File: src/cwf_pkg.sv
package cwf_pkg;

  localparam logic [6:0] CWF_ADDR_CTRL       = 7'h20;
  localparam logic [6:0] CWF_ADDR_ID_TOP     = 7'h23;
  localparam logic [6:0] CWF_ADDR_ID_UMID    = 7'h24;
  localparam logic [6:0] CWF_ADDR_ID_LMID    = 7'h25;
  localparam logic [6:0] CWF_ADDR_ID_LOW     = 7'h26;
  localparam logic [6:0] CWF_ADDR_MASK_TOP   = 7'h27;
  localparam logic [6:0] CWF_ADDR_MASK_UMID  = 7'h28;
  localparam logic [6:0] CWF_ADDR_MASK_LMID  = 7'h29;
  localparam logic [6:0] CWF_ADDR_MASK_LOW   = 7'h2a;
  localparam logic [6:0] CWF_ADDR_DLC        = 7'h2b;

  localparam int         CWF_ID_W            = 29;
  localparam int         CWF_STD_W           = 11;
  localparam int         CWF_STD_LSB         = 18;
  localparam int         CWF_LOW_HI          = 6;
  localparam int         CWF_LOW_LO          = 2;
  localparam int         CWF_RTR_POS         = 1;
  localparam int         CWF_IDE_POS         = 0;
  localparam int         CWF_VALID_POS       = 0;
  localparam int         CWF_DLC_W           = 4;
  localparam logic [3:0] CWF_DLC_MAX_BYTES   = 4'h8;
  localparam logic [7:0] CWF_ZERO_BYTE       = 8'h00;
  localparam logic [7:0] CWF_ID_LOW_RSV      = 8'h80;
  localparam logic [7:0] CWF_MASK_LOW_RSV    = 8'h83;
  localparam logic [7:0] CWF_DLC_RSV         = 8'hf0;

  typedef struct packed {
    logic       wr;
    logic       rd;
    logic [6:0] addr;
    logic [7:0] wdata;
  } cwf_reg_req_type;

  typedef struct packed {
    logic                ide;
    logic                rtr;
    logic [CWF_ID_W-1:0] ident;
    logic [3:0]          dlc;
  } cwf_frame_type;

  typedef struct packed {
    logic [CWF_ID_W-1:0] ident;
    logic [CWF_ID_W-1:0] mask;
    logic                rtr;
    logic                ide;
    logic [3:0]          dlc;
  } cwf_cfg_type;

  typedef enum logic [1:0] {
    CWF_ST_UNCONF = 2'b01,
    CWF_ST_ARMED  = 2'b10
  } cwf_state_type;

  typedef struct packed {
    cwf_cfg_type   cfg;
    cwf_state_type st;
    logic [7:0]    rdata;
    logic          hit;
    logic [3:0]    bytes;
  } cwf_regs_type;

  localparam cwf_regs_type CWF_REGS_RESET = '{
    cfg:   '0,
    st:    CWF_ST_UNCONF,
    rdata: 8'h00,
    hit:   1'b0,
    bytes: 4'h0
  };

endpackage

File: src/cwf_frame_compare.sv
module cwf_frame_compare
  import cwf_pkg::*;
(
  input  wire logic          ref_clk,
  input  wire logic          reset,
  input  wire cwf_cfg_type   cfg,
  input  wire cwf_frame_type frame,
  output logic               id_hit,
  output logic               flags_hit,
  output logic               dlc_hit,
  output logic               match
);

  logic [CWF_ID_W-1:0]  ext_ok;
  logic [CWF_STD_W-1:0] std_ok;

  genvar gi;
  generate
    for (gi = 0; gi < CWF_ID_W; gi++) begin : g_ext
      // unmasked bits always pass
      assign ext_ok[gi] = ~cfg.mask[gi] | (cfg.ident[gi] == frame.ident[gi]);
    end
    for (gi = 0; gi < CWF_STD_W; gi++) begin : g_std
      // standard id sits in image bits 28..18
      assign std_ok[gi] = ~cfg.mask[CWF_STD_LSB+gi]
                          | (cfg.ident[CWF_STD_LSB+gi] == frame.ident[gi]);
    end
  endgenerate

  always_comb begin
    id_hit    = cfg.ide ? (&ext_ok) : (&std_ok);
    flags_hit = (frame.ide == cfg.ide) && (frame.rtr == cfg.rtr);
    dlc_hit   = (frame.dlc == cfg.dlc);
    match     = id_hit && flags_hit && dlc_hit;
  end
endmodule

File: src/cwf_wake_filter.sv
module cwf_wake_filter
  import cwf_pkg::*;
(
  input  wire logic            ref_clk,
  input  wire logic            reset,
  input  wire logic            soft_reset,
  input  wire logic            restart,
  input  wire cwf_reg_req_type reg_req,
  output logic [7:0]           reg_rdata,
  input  wire logic            frame_valid,
  input  wire cwf_frame_type   frame,
  input  wire logic            ext_wake,
  output logic                 selective_wake_enable,
  output logic                 wake_up_frame_hit,
  output logic [3:0]           wake_frame_bytes
);

  cwf_regs_type r;
  cwf_regs_type n;
  logic         cmp_match;
  logic         armed;
  logic         cfg_write;
  logic         valid_set;
  logic         valid_clr;
  logic         hit_now;

  cwf_frame_compare u_compare (
    .ref_clk   (ref_clk),
    .reset     (reset),
    .cfg       (r.cfg),
    .frame     (frame),
    .id_hit    (),
    .flags_hit (),
    .dlc_hit   (),
    .match     (cmp_match)
  );

  function automatic logic [3:0] dlc_bytes(input logic [3:0] code);
    // codes above eight all carry eight bytes
    if (code > CWF_DLC_MAX_BYTES) begin
      dlc_bytes = CWF_DLC_MAX_BYTES;
    end else begin
      dlc_bytes = code;
    end
  endfunction

  function automatic logic [7:0] read_byte(input logic [6:0] addr, input cwf_regs_type s);
    read_byte = CWF_ZERO_BYTE;
    case (addr)
      CWF_ADDR_CTRL: begin
        read_byte[CWF_VALID_POS] = (s.st == CWF_ST_ARMED);
      end
      CWF_ADDR_ID_TOP: begin
        read_byte = s.cfg.ident[28:21];
      end
      CWF_ADDR_ID_UMID: begin
        read_byte = s.cfg.ident[20:13];
      end
      CWF_ADDR_ID_LMID: begin
        read_byte = s.cfg.ident[12:5];
      end
      CWF_ADDR_ID_LOW: begin
        read_byte[CWF_LOW_HI:CWF_LOW_LO] = s.cfg.ident[4:0];
        read_byte[CWF_RTR_POS]           = s.cfg.rtr;
        read_byte[CWF_IDE_POS]           = s.cfg.ide;
      end
      CWF_ADDR_MASK_TOP: begin
        read_byte = s.cfg.mask[28:21];
      end
      CWF_ADDR_MASK_UMID: begin
        read_byte = s.cfg.mask[20:13];
      end
      CWF_ADDR_MASK_LMID: begin
        read_byte = s.cfg.mask[12:5];
      end
      CWF_ADDR_MASK_LOW: begin
        read_byte[CWF_LOW_HI:CWF_LOW_LO] = s.cfg.mask[4:0];
      end
      CWF_ADDR_DLC: begin
        read_byte[CWF_DLC_W-1:0] = s.cfg.dlc;
      end
      default: begin
        read_byte = CWF_ZERO_BYTE;
      end
    endcase
  endfunction

  always_comb begin
    armed     = (r.st == CWF_ST_ARMED);
    cfg_write = reg_req.wr && (reg_req.addr >= CWF_ADDR_ID_TOP)
                && (reg_req.addr <= CWF_ADDR_DLC);
    valid_set = reg_req.wr && (reg_req.addr == CWF_ADDR_CTRL)
                && reg_req.wdata[CWF_VALID_POS];
    valid_clr = reg_req.wr && (reg_req.addr == CWF_ADDR_CTRL)
                && !reg_req.wdata[CWF_VALID_POS];
    hit_now   = frame_valid && armed && cmp_match;
  end

  always_comb begin
    n     = r;
    n.hit = hit_now;

    if (reg_req.wr) begin
      case (reg_req.addr)
        CWF_ADDR_ID_TOP: begin
          n.cfg.ident[28:21] = reg_req.wdata;
        end
        CWF_ADDR_ID_UMID: begin
          n.cfg.ident[20:13] = reg_req.wdata;
        end
        CWF_ADDR_ID_LMID: begin
          n.cfg.ident[12:5] = reg_req.wdata;
        end
        CWF_ADDR_ID_LOW: begin
          n.cfg.ident[4:0] = reg_req.wdata[CWF_LOW_HI:CWF_LOW_LO];
          n.cfg.rtr        = reg_req.wdata[CWF_RTR_POS];
          n.cfg.ide        = reg_req.wdata[CWF_IDE_POS];
        end
        CWF_ADDR_MASK_TOP: begin
          n.cfg.mask[28:21] = reg_req.wdata;
        end
        CWF_ADDR_MASK_UMID: begin
          n.cfg.mask[20:13] = reg_req.wdata;
        end
        CWF_ADDR_MASK_LMID: begin
          n.cfg.mask[12:5] = reg_req.wdata;
        end
        CWF_ADDR_MASK_LOW: begin
          n.cfg.mask[4:0] = reg_req.wdata[CWF_LOW_HI:CWF_LOW_LO];
        end
        CWF_ADDR_DLC: begin
          n.cfg.dlc = reg_req.wdata[CWF_DLC_W-1:0];
        end
        default: begin
          n.cfg = r.cfg;
        end
      endcase
    end

    if (reg_req.rd) begin
      n.rdata = read_byte(reg_req.addr, r);
    end

    case (r.st)
      CWF_ST_UNCONF: begin
        if (valid_set) begin
          n.st = CWF_ST_ARMED;
        end
      end
      CWF_ST_ARMED: begin
        // a set arriving with a wake keeps the flag
        if (valid_set) begin
          n.st = CWF_ST_ARMED;
        end else if (hit_now || ext_wake || cfg_write || valid_clr) begin
          n.st = CWF_ST_UNCONF;
        end
      end
      default: begin
        n.st = CWF_ST_UNCONF;
      end
    endcase

    if (restart) begin
      // contents kept, reserved bits are never stored
      n.st  = CWF_ST_UNCONF;
      n.hit = 1'b0;
    end
    if (soft_reset) begin
      n = CWF_REGS_RESET;
    end
    n.bytes = dlc_bytes(n.cfg.dlc);
  end

  always_ff @(posedge ref_clk or posedge reset) begin
    if (reset) begin
      r <= CWF_REGS_RESET;
    end else begin
      r <= n;
    end
  end

  assign reg_rdata             = r.rdata;
  assign selective_wake_enable = (r.st == CWF_ST_ARMED);
  assign wake_up_frame_hit     = r.hit;
  assign wake_frame_bytes      = r.bytes;
endmodule

File: config.mk
export PLATFORM = sky130hd
export DESIGN_NAME = cwf_wake_filter
export DESIGN_NICKNAME = d
export VERILOG_FILES = /design/src/cwf_pkg.sv /design/src/cwf_frame_compare.sv /design/src/cwf_wake_filter.sv
export SDC_FILE = /design/constraint.sdc
export NUM_CORES = 1
export LEC_CHECK = 0
export ABC_CLOCK_PERIOD_IN_PS = 2600
export BUFFER_PORTS_ARGS = -buffer_cell sky130_fd_sc_hd__buf_2
export CAP_MARGIN = 20
export CORE_MARGIN = 5
export CORE_UTILIZATION = 49
export CTS_CLUSTER_SIZE = 10
export DETAILED_ROUTE_END_ITERATION = 6
export HOLD_SLACK_MARGIN = 0.12
export PLACE_DENSITY = 0.79
export SLEW_MARGIN = 20
export SYNTH_ARGS = -nofsm -noshare
export SYNTH_HDL_FRONTEND = slang
export SYNTH_SLANG_ARGS = --single-unit
File: constraint.sdc
create_clock -name ref_clk -period 2.6 [get_ports ref_clk]
set_input_delay 0.78 -clock ref_clk [delete_from_list [all_inputs] [get_ports ref_clk]]
set_output_delay 0.78 -clock ref_clk [all_outputs]
set_load 0.01 [all_outputs]
==> results of run 1 <==
-- cells in the final DEF (no fill, tap or decap), types with 2 or more instances in the layout --
cell type,n
nand2_1,93
dfrtp_1,77
buf_2,71
a21oi_1,69
nand3_1,57
xor2_1,44
buf_4,37
nor2_1,28
mux2i_1,15
a22oi_1,14
nand4_1,11
clkbuf_8,9
nand3b_1,8
nor3_1,7
a22o_1,6
a221oi_1,6
o21ai_0,6
buf_12,5
nor2b_1,4
nand2b_1,3
and3_1,3
inv_1,3
a222oi_1,3
mux2_2,3
a32oi_1,2
a311oi_1,2
a21o_1,2
o22ai_1,2
o21ai_1,2
nand4b_1,2
ha_1,2
clkinv_2,2
bufinv_16,2
clkinv_4,2
-- worst register-to-register path, delay by kind of cell, from the launching register on --
family,cells,cell delay [ns]
DFF,1,0.50
and+or+nand+nor,3,0.53
xor gates and xnor gates,1,0.20
AOI/OAI and AO/OA,3,0.98
-- power by group through the flow --
stage | clock network (W) | logic [W] | registers, W
6_report | 0.00103 | 0.000271 | 0.00122
5_1_grt | 0.00110 | 0.000290 | 0.00122
4_1_cts | 0.00105 | 0.000268 | 0.00122
3_5_place_dp | 0 | 0.000267 | 0.00124
3_3_place_gp | 0 | 0.000266 | 0.00124
2_1_floorplan | 0 | 0.000138 | 0.00124
-- routing by layer --
metal  GRT usage  routed length, um  vias up
met1       0.391               6950     2205
li1            -                  -     2079
met3      0.0474               1310       33
met4       0.102                451        0
met2       0.473               7950      249
met5           0                  0        -
-- cells by family after synthesis --
kind of cell	count (synthesis)
AND/OR/NAND/NOR	229
XOR/XNOR	45
adder cells (fa/ha/maj)	2
buffers and inverters	55
flip-flops	78
AO/OA/AOI/OAI	122
multiplexers	18
-- cell type report --
class	count	area [um2]
Tap cell	129	161
Inverter	4	18.8
Fill cell	848	3720
Clock buffer	9	124
Sequential cell	78	1950
Timing Repair Buffer	113	733
Multi-Input combinational cell	416	2470
Clock inverter	7	96.3
-- flip-flops by register name (all words and copies together) (netlist names) --
signal             count
wake_up_frame_hit      1
wake_frame_bytes       4
reg_rdata              8
r                     65
-- stage by stage --
stage,hold slack (ns),total power [W],setup slack [ns],cell area (um2),instances
after CTS,0.499,0.00254,0.314,5560,756
after floorplan,0.451,0.00138,0.315,4690,549
after global placement,0.460,0.00151,0.0258,5340,740
after detailed placement,0.479,0.00151,-0.0463,5340,740
final,0.493,0.00252,0.282,5560,756
after global routing,0.531,0.00261,0.159,5560,756
-- how the worst max path moves through the flow --
stage | from | to | cells after the start
2_1_floorplan | frame[2] | r[14] | 7
3_3_place_gp | frame[29] | r[14] | 8
3_5_place_dp | frame[2] | r[14] | 8
4_1_cts | r[75] | r[14] | 7
5_1_grt | r[17] | r[14] | 7
6_report | r[75] | r[14] | 7
==> impl_metrics.py, run 1 <==
metrics = {
    "worst_setup_path": {
        "crit_chain": "xor2_1 > a22o_1 > a221oi_1 > nand4_1 > o31a_2 > nor4b_2 > nor2_1",
        "reg2regPathDepth": 7,
        "reg2reg_from": "r[75]",
        "end_kind": "flop",
        "crit_required_ns": 2.85,
        "ff2ff_setup_slack_ns": 0.28,
        "critPathLaunchType": "flop",
        "worstSetupPathType": "reg2reg",
        "path_max_fanout": 4,
        "max_stage_delay_ns": 0.50,
        "cp_data_arrival_time_ns": 2.56,
        "path_delay_family": "compound AO/OA/AOI/OAI gates",
        "cp_slowest_cell": "dfrtp_1",
        "cp_num_buf_inv": 0,
        "r2r-end": "r[14]",
    },
    "timing": {
        "fin_skew_ns": 0.00880,
        "hold_violations": 0,
        "setup_viol": 0,
        "grt_setup_unrepaired": "no",
        "tns_ns": 0,
        "finalCritPeriodShare": 0.892,
        "fmax_mhz": 431,
        "slew_headroom": 0.637,
        "layout_min_cycle_time_ns": 2.32,
        "final_max_slew_viol_count": 0,
        "tightest_slew_ns": 0.537,
    },
    "pwr": {
        "p_leak_nw": 2.49,
        "power_switching_share": 0.265,
        "p_switching_w": 0.000669,
        "p_per_area_nw_per_um2": 454,
        "p_clk_frac": 0.409,
        "peakVddDrop_mv": 0.307,
        "p_comb_frac": 0.107,
        "p_int_w": 0.00185,
        "seqPwrFrac": 0.484,
    },
    "grt": {
        "antenna_found_initial": 0,
        "first_global_vias": 4478,
        "grt_max_degree": 79,
        "grt_usage": 0.290,
        "grt_overflow": 0,
        "grt_pass1_wl_um": 25300,
    },
    "synthesis": {
        "synth_top_area_frac": 0.411,
        "synth_xor_area_frac": 0.0840,
        "synth_compound_area_frac": 0.161,
        "yosys-top-cells-area": "dfrtp_1 41%, xor2_1 8.2%, nand2_1 7.4%",
        "synthMuxAreaShare": 0.0392,
        "yosys.area_share.simple": 0.236,
        "syn_avg_cell_area_um2": 8.54,
        "synth_fa_ha_area_frac": 0.00534,
        "yosysSeqAreaShare": 0.416,
        "synth_flop_cell": "dfrtp_1",
        "yosys.area.top_type": "dfrtp_1",
        "synth_top_family_by_area": "simple AND/OR/NAND/NOR gates",
        "ys_async_sr_fraction": 1.00,
        "ys_seq_elements": 78,
        "synth_cells": 549,
        "synth_fp_nets": 609,
        "syn_area_um2": 4690,
        "ys.warnings.count": 0,
        "synth_edf_count": 0,
        "yosysMostFrequentCell": "nand2_1",
        "synthDistinctLibCells": 54,
        "synth_commonest_cells": "93 x nand2_1, 77 x dfrtp_1, 69 x a21oi_1, 57 x nand3_1, 44 x xor2_1",
    },
    "detailed_routing": {
        "via_per_inst": 6.04,
        "drtIter0Drc": 458,
        "wl_per_cell_um": 22.0,
        "drt_first_pass_iters": 6,
        "drt-total-wl_um": 16700,
        "drcViolationCount": 0,
        "ant_nets": 0,
        "num_vias": 4566,
    },
    "final_layout": {
        "drive_gt1_frac": 0.226,
        "final_net_count": 682,
        "num_antenna_cells": 0,
        "area_delta_synth_final_pct": 18.6,
        "finalCoreUtilization": 0.599,
    },
    "die": {
        "fp.coreArea_um2": 9280,
        "initial_core_util": 0.505,
        "rows": 35,
        "dieArea_um2": 11600,
        "die_h_um": 108,
        "ios": 72,
        "fp.dieW_um": 108,
    },
    "placed_design": {
        "portBuffers": 71,
        "place.gp.congestion": 1.05,
        "dp_hpwl_um": 12800,
    },
    "clock_tree": {
        "clkTransAtPathRegs_ns": 0.09,
        "cts_buffer_depth": 2,
        "clk_latency_ns": 0.35,
        "post_cts_resized": 0,
        "clock_sinks": 78,
        "cts_max_level": 3,
        "cts_hold_buf": 0,
        "cts_tree": "built",
        "cts_setup_buffers": 0,
        "cts_root_buf": "clkbuf_8",
        "cts_buffers": 9,
    },
    "hold_path": {
        "hp-class": "reg2reg",
        "worstHoldEndpoint": "reg_rdata[5]",
        "hold_path_depth": 2,
        "hp-start": "reg_rdata[5]",
    },
    "flow_run": {
        "cap_violations": 0,
    },
    "status": {
        "status": "complete, no violations",
    },
}
(Power assumes the default switching activity.)
==> inputs of run 2 (changes only) <==
==> constraint.sdc (replaced) <==
create_clock -name ref_clk -period 2.6 [get_ports ref_clk]
set_input_delay 0 -clock ref_clk [delete_from_list [all_inputs] [get_ports ref_clk]]
set_output_delay 0 -clock ref_clk [all_outputs]
set_load 0.01 [all_outputs]
==> run 2 against run 1 <==
Compared with the run above: routed wire length rose by 2.0%; final cell count fell by 0.53%; clock skew barely moved; setup slack got worse by 0.15 ns; largest cell class unchanged; non-clock buffer count fell by 4; register-to-register slack got worse by 0.15 ns; largest power group unchanged; flip-flop and latch count did not move; global-route usage rose by 0.97 points; power fell by 0.25%; critical path depth rose by 1; via count rose by 3.3%.
==> impl_metrics.py, run 2 (synthesized netlist as in run 1, its figures left out) <==
metrics = {
    "pwr": {
        "p_per_area_nw_per_um2": 455,
        "peakVddDrop_mv": 0.239,
        "p_int_w": 0.00187,
        "p_clk_frac": 0.408,
        "p_switching_w": 0.000641,
        "p_comb_frac": 0.107,
        "power_switching_share": 0.255,
        "seqPwrFrac": 0.485,
        "p_leak_nw": 2.46,
    },
    "die": {
        "rows": 35,
        "fp.coreArea_um2": 9280,
        "die_h_um": 108,
        "dieArea_um2": 11600,
        "initial_core_util": 0.505,
        "ios": 72,
        "fp.dieW_um": 108,
    },
    "worst_setup_path": {
        "path_max_fanout": 3,
        "r2r-end": "r[13]",
        "crit_chain": "xor2_1 > nor4_1 > nand4_1 > or4_1 > o21ai_2 > dlygate4sd3_1 > nand4b_1 > nand2_1",
        "critPathLaunchType": "flop",
        "reg2reg_from": "r[20]",
        "reg2regPathDepth": 8,
        "end_kind": "flop",
        "cp_slowest_cell": "dlygate4sd3_1",
        "cp_data_arrival_time_ns": 2.77,
        "crit_required_ns": 2.90,
        "worstSetupPathType": "reg2reg",
        "ff2ff_setup_slack_ns": 0.13,
        "max_stage_delay_ns": 0.57,
    },
    "clock_tree": {
        "cts_max_level": 3,
        "clkTransAtPathRegs_ns": 0.08,
        "cts_tree": "built",
        "clk_latency_ns": 0.35,
        "cts_buffer_depth": 2,
        "cts_buffers": 9,
        "clock_sinks": 78,
        "cts_root_buf": "clkbuf_8",
    },
    "final_layout": {
        "num_antenna_cells": 0,
        "finalCoreUtilization": 0.596,
        "final_net_count": 678,
        "largest_register": "r",
        "drive_gt1_frac": 0.194,
        "final_common_cell": "nand2_1",
        "area_delta_synth_final_pct": 18.0,
        "largest_reg_flops": 65,
        "layout_common_cells": "93 x nand2_1, 76 x dfrtp_1, 71 x buf_2",
    },
    "timing": {
        "tightest_slew_ns": 0.764,
        "layout_min_cycle_time_ns": 2.47,
        "setup_viol": 0,
        "tns_ns": 0,
        "fin_skew_ns": 0.00872,
        "slew_headroom": 0.490,
        "hold_violations": 0,
        "fmax_mhz": 405,
        "finalCritPeriodShare": 0.950,
        "grt_setup_unrepaired": "no",
        "final_max_slew_viol_count": 0,
    },
    "detailed_routing": {
        "drcViolationCount": 0,
        "via_per_inst": 6.27,
        "drt_first_pass_iters": 5,
        "drt-total-wl_um": 17000,
        "num_vias": 4717,
        "ant_nets": 0,
        "wl_per_cell_um": 22.6,
        "drtIter0Drc": 568,
    },
    "hold_path": {
        "worstHoldEndpoint": "reg_rdata[2]",
        "hold_path_depth": 4,
        "hp-start": "reg_req[10]",
        "hp-class": "in2reg",
    },
    "status": {
        "status": "complete, no violations",
    },
    "grt": {
        "grt_usage": 0.300,
        "first_global_vias": 4655,
        "grt_max_degree": 73,
        "grt_overflow": 0,
        "grt_pass1_wl_um": 26100,
        "antenna_found_initial": 0,
    },
    "placed_design": {
        "place.gp.congestion": 1.01,
        "portBuffers": 71,
        "dp_hpwl_um": 12200,
    },
    "flow_run": {
        "cap_violations": 0,
    },
}
run 2: cell count changes in the layout (fill, tap and decap cells not counted), sizes merged:
cell	before	now
clkinvlp	1	0
dlygate4sd3	0	17
clkinv	4	3
buf	113	92
inv	4	3
clkbuf	9	12
run 2: per-layer routing:
layer / share of wire / global-route usage / routed length (um)
met3: 0.099 / 0.0702 / 1680
met1: 0.40 / 0.403 / 6750
met4: 0.048 / 0.147 / 822
met5: 0 / 0 / 0
met2: 0.46 / 0.453 / 7750
run 2: worst max-delay path by stage:
stage | start | to
floorplan | reset | r[14]
global placement | reg_req[12] | r[77]
detailed placement | r[75] | r[14]
CTS | r[17] | r[13]
global route | r[20] | r[13]
finish | r[20] | r[13]
run 2: layout make-up:
type / count / area [um2]
multi-input combinational: 416 / 2480
timing repair buffer: 109 / 708
fill: 877 / 3750
clock buffer: 12 / 145
sequential: 78 / 1950
inverter: 4 / 16.3
clock inverter: 4 / 70.1
tap: 129 / 161
run 2: worst max-delay path: cells and delay by family (launching register included):
kind,cells,cell delay (ns)
AND/OR/NAND/NOR,5,1.14
buffers and inverters,1,0.57
flip-flops,1,0.43
XOR/XNOR,1,0.18
AO/OA/AOI/OAI,1,0.09
run 2: per-stage QoR:
step	std cells	total power, W	instance area (um2)	setup WS (ns)	hold WS, ns
4_1_cts	750	0.00252	5510	0.0565	0.162
2_1_floorplan	549	0.00138	4690	0.607	0.156
5_1_grt	752	0.00261	5530	0.0613	0.199
3_5_place_dp	717	0.00149	5130	0.406	0.146
3_3_place_gp	717	0.00149	5130	0.431	0.131
6_report	752	0.00252	5530	0.130	0.187
run 2: repair_timing:
| item | CTS | global route |
|---|---|---|
| resized for setup | 0 | 2 |
| setup buffers | 0 | 2 |
| hold buffers | 17 | 0 |
| endpoints found under the hold margin | 115 | 0 |
| setup endpoints to repair | 0 | 1 |
run 2: power groups by stage:
stage,Sequential (W),Combinational (W),Clock [W]
after floorplan,0.00124,0.000138,0
after global placement,0.00124,0.000247,0
after detailed placement,0.00124,0.000248,0
after CTS,0.00122,0.000266,0.00103
after global routing,0.00122,0.000290,0.00110
final,0.00122,0.000270,0.00103
